<file path="config.mk">
export PLATFORM = sky130hd
export DESIGN_NAME = dtc_torque_cutoff
export DESIGN_NICKNAME = d
export VERILOG_FILES = /design/src/rtl/dtc_torque_cutoff.v /design/src/rtl/dtc_chan_filter.v
export VERILOG_INCLUDE_DIRS = /design/src /design/src/rtl
export SDC_FILE = /design/constraint.sdc
export NUM_CORES = 1
export LEC_CHECK = 0
export BUFFER_PORTS_ARGS = -buffer_cell sky130_fd_sc_hd__buf_4
export CAP_MARGIN = 20
export CORE_ASPECT_RATIO = 1.5
export CORE_UTILIZATION = 55
export CTS_BUF_LIST = sky130_fd_sc_hd__clkbuf_8
export CTS_CLUSTER_SIZE = 10
export DETAILED_ROUTE_END_ITERATION = 6
export PLACE_DENSITY = 0.77
export SYNTH_ARGS = -nofsm -noshare
export SYNTH_HDL_FRONTEND = slang
export SYNTH_SLANG_ARGS = --single-unit
</file>
<file path="constraint.sdc">
create_clock -name clock -period 5.17 [get_ports clock]
set_input_delay 0.2585 -clock clock [delete_from_list [all_inputs] [get_ports clock]]
set_output_delay 0.2585 -clock clock [all_outputs]
set_load 0.05 [all_outputs]
</file>
<file path="src/rtl/dtc_defs.vh">
`ifndef DTC_DEFS_VH
`define DTC_DEFS_VH

// reaction deadline in microseconds
`define DTC_DEADLINE_US 32'h00002710
// clock rate in MHz
`define DTC_CLK_MHZ 32'h00000032
// input filter length in cycles, well inside the deadline
`define DTC_FILT_CYC 16'h03E8
// self-test length in cycles after reset release
`define DTC_TEST_CYC 16'h0040
// controller states
`define DTC_ST_TEST 2'h0
`define DTC_ST_RUN 2'h1
`define DTC_ST_TRIP 2'h2
`define DTC_ST_FAIL 2'h3

`endif

</file>
<file path="src/rtl/dtc_torque_cutoff.v">
`timescale 1ns/100ps
`include "dtc_defs.vh"

// Functional notes
// - each of two channels trips independently
// - run only while both inputs closed
// - trip cuts gating, forces power switches off
// - trip lets motor coast, no ramp
// - latch trip, show error indication
// - clear needs both closed, then reset key
// - safe state within 10 ms of opening
// - normally closed completion relay on cutoff
// - power-on self-test, fault on relay outputs
module dtc_torque_cutoff #(
  parameter TEST_CYC = `DTC_TEST_CYC
) (
  input wire clock,
  input wire rst_n,
  input wire safetyInputA,
  input wire safetyInputB,
  input wire resetKey,
  input wire runCmd,
  input wire selfTestOk,
  output reg gateEnable_q,
  output reg powerSwitchOff_q,
  output reg coast_q,
  output reg safetyErr_q,
  output reg completionRelayPos_q,
  output reg completionRelayNeg_q,
  output reg selfTestFail_q
);

  wire chanOneClosed;
  wire chanTwoClosed;
  wire chanOneRaw;
  wire chanTwoRaw;
  reg [1:0] state_q;
  reg [1:0] state_d;
  reg [15:0] testCnt_q;
  reg keySync1_q;
  reg keySync2_q;
  reg keyPrev_q;
  reg okSync1_q;
  reg okSync2_q;
  wire bothClosed;
  wire keyPress;
  wire tripNow;

  // run state with both channels still closed; shared by the gating, power, coast and relay outputs
  function runGranted;
    input [1:0] st;
    input trip;
    begin
      runGranted = (st == `DTC_ST_RUN) & ~trip;
    end
  endfunction

  dtc_chan_filter #(
    .FILT_CYC(`DTC_FILT_CYC)
  ) uChanOne (
    .clock(clock),
    .rst_n(rst_n),
    .chanIn(safetyInputA),
    .chanClosed_q(chanOneClosed),
    .chanRaw_q(chanOneRaw)
  );

  dtc_chan_filter #(
    .FILT_CYC(`DTC_FILT_CYC)
  ) uChanTwo (
    .clock(clock),
    .rst_n(rst_n),
    .chanIn(safetyInputB),
    .chanClosed_q(chanTwoClosed),
    .chanRaw_q(chanTwoRaw)
  );

  // key comes from a panel switch outside the clock domain;
  // idle low after reset, so no false press follows reset
  always @(posedge clock) begin
    if (!rst_n) begin
      keySync1_q <= 1'h0;
      keySync2_q <= 1'h0;
      keyPrev_q <= 1'h0;
    end else begin
      keySync1_q <= resetKey;
      keySync2_q <= keySync1_q;
      keyPrev_q <= keySync2_q;
    end
  end

  // self-test status is async too; only its second stage is read
  always @(posedge clock) begin
    if (!rst_n) begin
      okSync1_q <= 1'h0;
      okSync2_q <= 1'h0;
    end else begin
      okSync1_q <= selfTestOk;
      okSync2_q <= okSync1_q;
    end
  end

  assign keyPress = keySync2_q & ~keyPrev_q;
  // trip on the raw synchronised level, not the filtered one,
  // so the reaction takes a few cycles, far inside the deadline
  assign tripNow = ~chanOneRaw | ~chanTwoRaw;
  assign bothClosed = chanOneClosed & chanTwoClosed;

  // self-test window length counter
  always @(posedge clock) begin
    if (!rst_n) begin
      testCnt_q <= 16'h0000;
    end else if (state_q == `DTC_ST_TEST && testCnt_q < TEST_CYC) begin
      testCnt_q <= testCnt_q + 16'h0001;
    end
  end

  // control sequence
  always @* begin
    state_d = state_q;
    case (state_q)
      `DTC_ST_TEST: begin
        if (testCnt_q >= TEST_CYC) begin
          if (!okSync2_q) begin
            state_d = `DTC_ST_FAIL;
          end else if (bothClosed && !tripNow) begin
            state_d = `DTC_ST_RUN;
          end else begin
            state_d = `DTC_ST_TRIP;
          end
        end
      end
      `DTC_ST_RUN: begin
        if (tripNow) begin
          state_d = `DTC_ST_TRIP;
        end
      end
      `DTC_ST_TRIP: begin
        // key only honoured once both channels are settled closed
        if (keyPress && bothClosed && !tripNow) begin
          state_d = `DTC_ST_RUN;
        end else begin
          state_d = `DTC_ST_TRIP;
        end
      end
      `DTC_ST_FAIL: begin
        state_d = `DTC_ST_FAIL;
      end
      default: begin
        state_d = `DTC_ST_FAIL;
      end
    endcase
  end

  // control state register
  always @(posedge clock) begin
    if (!rst_n) begin
      state_q <= `DTC_ST_TEST;
    end else begin
      state_q <= state_d;
    end
  end

  // gating follows the trip in the same edge as the state change
  always @(posedge clock) begin
    if (!rst_n) begin
      gateEnable_q <= 1'h0;
    end else begin
      gateEnable_q <= runGranted(state_d, tripNow) & runCmd;
    end
  end

  // power modules forced off whenever run is not granted
  always @(posedge clock) begin
    if (!rst_n) begin
      powerSwitchOff_q <= 1'h1;
    end else begin
      powerSwitchOff_q <= ~runGranted(state_d, tripNow);
    end
  end

  // no ramp on a trip: drive just stops and the motor coasts
  always @(posedge clock) begin
    if (!rst_n) begin
      coast_q <= 1'h1;
    end else begin
      coast_q <= ~runGranted(state_d, tripNow);
    end
  end

  // error indication stands while the trip is latched
  always @(posedge clock) begin
    if (!rst_n) begin
      safetyErr_q <= 1'h0;
    end else begin
      safetyErr_q <= (state_d == `DTC_ST_TRIP);
    end
  end

  // b-contact: closed (1) in normal run, opens on cutoff or fault
  always @(posedge clock) begin
    if (!rst_n) begin
      completionRelayPos_q <= 1'h0;
    end else begin
      completionRelayPos_q <= runGranted(state_d, tripNow);
    end
  end

  // second relay side has its own flop, so one stuck driver
  // cannot hold both sides closed
  always @(posedge clock) begin
    if (!rst_n) begin
      completionRelayNeg_q <= 1'h0;
    end else begin
      completionRelayNeg_q <= runGranted(state_d, tripNow);
    end
  end

  // self-test fault stays latched until the next reset
  always @(posedge clock) begin
    if (!rst_n) begin
      selfTestFail_q <= 1'h0;
    end else begin
      selfTestFail_q <= (state_d == `DTC_ST_FAIL);
    end
  end

endmodule // dtc_torque_cutoff

</file>
<file path="src/rtl/dtc_chan_filter.v">
`timescale 1ns/100ps
`include "dtc_defs.vh"

// one safety channel: two-stage synchroniser and close-debounce
module dtc_chan_filter #(
  parameter FILT_CYC = `DTC_FILT_CYC
) (
  input wire clock,
  input wire rst_n,
  input wire chanIn,
  output reg chanClosed_q,
  output reg chanRaw_q
);

  reg sync1_q;
  reg [15:0] cnt_q;

  // synchroniser; first stage read only by the second
  always @(posedge clock) begin
    if (!rst_n) begin
      sync1_q <= 1'h0;
      chanRaw_q <= 1'h0;
    end else begin
      sync1_q <= chanIn;
      chanRaw_q <= sync1_q;
    end
  end

  // opening acts at once; closing must stay stable before it counts
  always @(posedge clock) begin
    if (!rst_n) begin
      cnt_q <= 16'h0000;
      chanClosed_q <= 1'h0;
    end else if (!chanRaw_q) begin
      cnt_q <= 16'h0000;
      chanClosed_q <= 1'h0;
    end else if (cnt_q < FILT_CYC) begin
      cnt_q <= cnt_q + 16'h0001;
    end else begin
      chanClosed_q <= 1'h1;
    end
  end

endmodule // dtc_chan_filter

</file>
# Word level (Yosys, flattened, before mapping)
# Cells that the tools add are included.
dict set report op_classes {
  n_addsub 3
  magnitude_cmp 4
  eq_ne 6
  muxes 6
  bitwise_logic 10
  n_reduce_logical 8
}
# operator count
set ops {}
lappend ops {{adder 16 x 1 -> 16 bit (second input constant)} 3}
lappend ops {{less-than comparator 16 x 10 -> 1 bit (second input constant)} 2}
lappend ops {{>= comparator 16 x 7 -> 1 bit (second input constant)} 1}
lappend ops {{less-than comparator 16 x 7 -> 1 bit (second input constant)} 1}
lappend ops {{two-way mux 2 bit} 5}
lappend ops {{equality test 2 bit (second input constant)} 4}
lappend ops {{one-hot mux 2 bit (4 select lines)} 1}
lappend ops {{inverter 1 bit} 5}
lappend ops {{bitwise AND 1 bit} 4}
lappend ops {{equality test 2 x 1 -> 1 bit (second input constant)} 2}
lappend ops {{logical AND 1 bit} 4}
lappend ops {{AND reduction 2 bit} 2}
lappend ops {{zero test 2 bit} 1}
lappend ops {{zero test 1 bit} 1}
lappend ops {{OR 1 bit} 1}
dict set report totals {
  regBits 66
  inputBits 7
  word_cells 57
}

# Longest topological paths before layout
dict set report depth {
  word_depth 11
  depth_mapped 5
}

# Cells and area by module
# Synthesis repeated with hierarchy kept, for this count alone.
dict set report unflattened {
  cells_unflattened 259
  area_unflattened_um2 2533.7
}
# module n_inst cells_per_inst area_per_inst_um2 seq_area_each_um2
set by_module_without_submodules {}
lappend by_module_without_submodules {dtc_chan_filter 2 75 744.5 380.4}
lappend by_module_without_submodules {dtc_torque_cutoff 1 109 1044.8 560.5}

# Least setup slack after synthesis
# No wires, ideal clock.
dict set report synth_path {
  path_type {register -> register}
  startpoint {register testCnt_q[14]}
  endpoint {register testCnt_q[4]}
  arrival_time_ps 1904
  t_required_ps 5099
  path_slack_ps 3195
  path_stages_with_launch 6
  path_buffers 1
  period_less_slack_ps 1975
  cell_sequence {dfxtp_1 or4_4 or4_4 buf_6 or3_1 a21oi_1}
}
dict set report synth_via {
  elab_chain_cells 2
}
# element line_no
set synth_rtl {}
lappend synth_rtl {{start: declaration} dtc_torque_cutoff.v:39} ;# reg [15:0] testCnt_q;
lappend synth_rtl {{start signal: assignment} dtc_torque_cutoff.v:114} ;# testCnt_q <= testCnt_q + 16'h0001;
lappend synth_rtl {{less-than comparator 16 x 7 -> 1 bit} dtc_torque_cutoff.v:113} ;# end else if (state_q == `DTC_ST_TEST && testCnt_q < TEST_CYC) begin
lappend synth_rtl {{logical AND 1 bit} dtc_torque_cutoff.v:113}
# Every way passes these cells.
# A chain may end at the register's enable or synchronous reset.

# Worst setup path in the final report
dict set report layout_path {
  startpoint {register testCnt_q[14]}
  endpoint {register testCnt_q[3]}
}
# Same word-level chain as after synthesis.

==> impl_results.md <==
- Status: finished, violations left
- Failing checks: DRC
- Die X: 56.7 um
- LEAKAGE: 1.06 nW
- Smallest hold slack: 124 ps
- H-tree depth: 3
- Proportion of layout cells with a drive suffix above 1: 13.0%
- Post-synthesis async set-or-reset flop share: 0%
- Fill cells: 333
- Fin area: 2800 sq um
- Required time of the worst setup path: 5440 ps
- Setup violations, final: 0
- FF-to-FF path depth: 4
- Cts hold-fix bufs: 0
- Synth Area per Inst: 9.51 sq um
- Post-route setup slack: 3080 ps
- Distinct cells, synth: 36
- Initial antenna violation count: 0
- R2r endpoint: testCnt_q[3]
- Clk_skew: 9.55 ps
- Post-synth EDFFs: 0
- CTS tree: built
- CTS buffer count: 9
- Post-DP HPWL: 2730 um
- First-pass GRT wire length: 7200 um
- Fin Setup TNS: 0 ps
- Starting density of the core: 57.7%
- Post-CTS setup buffers: 0
- WS Path Type: reg2reg
- Total number of vias: 1,850
- Maximum vdd ir drop: 241 uV
- Total gr overflow: 0
- FP Rows: 29
- Final Cycle Share: 40.3%
- Setup crit end kind: flop
- Clock latency on the worst-skew pair: 340 ps
- Slew of the pin with the lowest slew margin: 899 ps
- Largest net degree at the start of global routing: 42
- Crit path capture: testCnt_q[3]
- Routed WL per cell: 12.9 um
- Tmin final: 2090 ps
- #FFs+latches synth: 66
- Synth area leaders: dfxtp_1 (53%), and2_1 (4.8%), and3_1 (3.3%)
- Sequential area share after synthesis: 53.4%
- Die area: 4770 sq um
- Area share of the largest cell type after synthesis: 53.4%
- Global router's overall resource usage: 19.9%
- IO buf count: 13
- Clk Tree Root Cell: clkbuf_8
- Layout net count: 282
- Avg Vias per Cell: 5.75
- DRT antenna net count: 0
- Commonest cells post-synth: dfxtp_1 (66), and2_1 (19), nor2_1 (19), a21oi_1 (14)
- Achievable clock frequency: 480 MHz
- Final WL: 4140 um
- Yosys warnings: 0
- Max FO, Critical Path: 12
- Critical path launch point: testCnt_q[14]
- Top FF cell, synth: dfxtp_1
- 1st-iter DRT viols: 39
- Clock Pin Slew Worst Setup and Hold Paths: 70 ps
- R2R Setup Slk: 3080 ps
- Mapped cell area: 2470 sq um
- Mapped Nets: 271
- Vias in the first global route: 1,667
- Post_cts resized: 0
- Count leader, synth: dfxtp_1
- Drt drc: 2
- TritonCTS sink count: 66
- Die Ht: 84.1 um
- Slew margin rel.: 39.8%
- CORE AREA: 4280 sq um
- Worst Hold Class: in2reg
- Post-Place Worst Slack: 3080 ps
- Startpoint class of the critical path: flop
- Placed cell areas: 2560 sq um
- RSZ-0062 raised after global routing: no
- Maximum buffer depth of the clock tree: 2
- Synth-to-layout area growth: 13.3%
- Routability congestion estimate: 0.805
- Max Cap Viol: 0
- Worst R2R Start: testCnt_q[14]
- Antenna diodes: 0
- Synth Instances: 260
- PwrDens: 372 nW/um^2
- Hold_sp: safetyInputB
- Total power: 1.04 mW
- Drt first pass iters: 6
- Num ports: 14
- Slew Limit Fails: 0
- Cell taking the most area after synthesis: dfxtp_1
- Final hold viol count: 0
- CP arrival: 2350 ps
-- cells by family after synthesis --
group	count (synthesis)	share of synthesized area, %
mux	4	1.62
xor+xnor	4	1.42
compound gates	44	10.8
flops	66	53.4
buf+inv	22	3.95
fa+ha+maj	4	2.02
simple gates	116	26.7
-- worst max-delay path, stage by stage, from the launching register on --
cell and delay [ps]:
dfxtp_1 310, or4_4 530, or4_4 570, or3_2 470
a21oi_1 140
-- report_power, final --
group          internal (mW)  leakage [nW]  switching [mW]
Sequential             0.515         0.534         0.00632
Clock                  0.310         0.119           0.186
Combinational         0.0107         0.408          0.0144
Total                  0.836          1.06           0.206
-- layout by cell type, fill, tap and decap left out, drive strengths merged, types with 3 or more instances in the layout --
master	Yosys	final
clkbuf	10	12
or3	9	9
a21oi	14	14
dfxtp	66	66
mux2i	4	4
xor2	3	3
nor3	4	4
o31ai	5	5
nor4	6	6
nand4	9	9
o211ai	3	3
and2	20	20
inv	9	9
nor2	19	19
nand3	8	8
or4	9	9
ha	4	4
o21ai	13	13
and3	13	13
or2	3	3
nand2	12	12
buf	3	13
o21a	3	3
-- metrics by stage --
step / instances / utilization, %
floorplan: 260 / -
global placement: 306 / 59.9
detailed placement: 306 / 59.9
CTS: 322 / 65.4
global route: 322 / 65.4
finish: 322 / 65.4
-- layer usage --
layer / share of wire (%) / up-vias / track usage [%] / routed length (um)
met3: 3.4 / 10 / 6.05 / 139
met4: 3.1 / 0 / 13.3 / 129
met1: 46 / 856 / 23.5 / 1910
met2: 47 / 32 / 30.6 / 1960
li1: - / 952 / - / -
met5: 0 / - / 0 / 0
-- flip-flops by register name, indices dropped and copies added (netlist names), 2 cells and up --
register and count:
state_q 2, testCnt_q 16, uChanOne.cnt_q 16, uChanTwo.cnt_q 16
-- how the worst min path moves through the flow --
stage	end	slack, ps	depth (start not counted)
final	uChanTwo.sync1_q	120	2
after global routing	uChanTwo.sync1_q	110	2
after CTS	uChanTwo.sync1_q	110	2
after detailed placement	uChanTwo.chanRaw_q	420	1
after global placement	uChanOne.chanRaw_q	420	1
after floorplan	keySync1_q	390	1
-- area by class of cell --
type	count	area (sq um)	share of cell area (%)
sequential	66	1320	47.2
multi-input combinational	172	1050	37.6
clock buffer	12	165	5.90
timing repair buffer	13	97.6	3.48
clock inverter	4	72.6	2.59
tap	46	57.6	2.05
inverter	9	33.8	1.21
No activity file was read; power rests on OpenSTA's default activity.
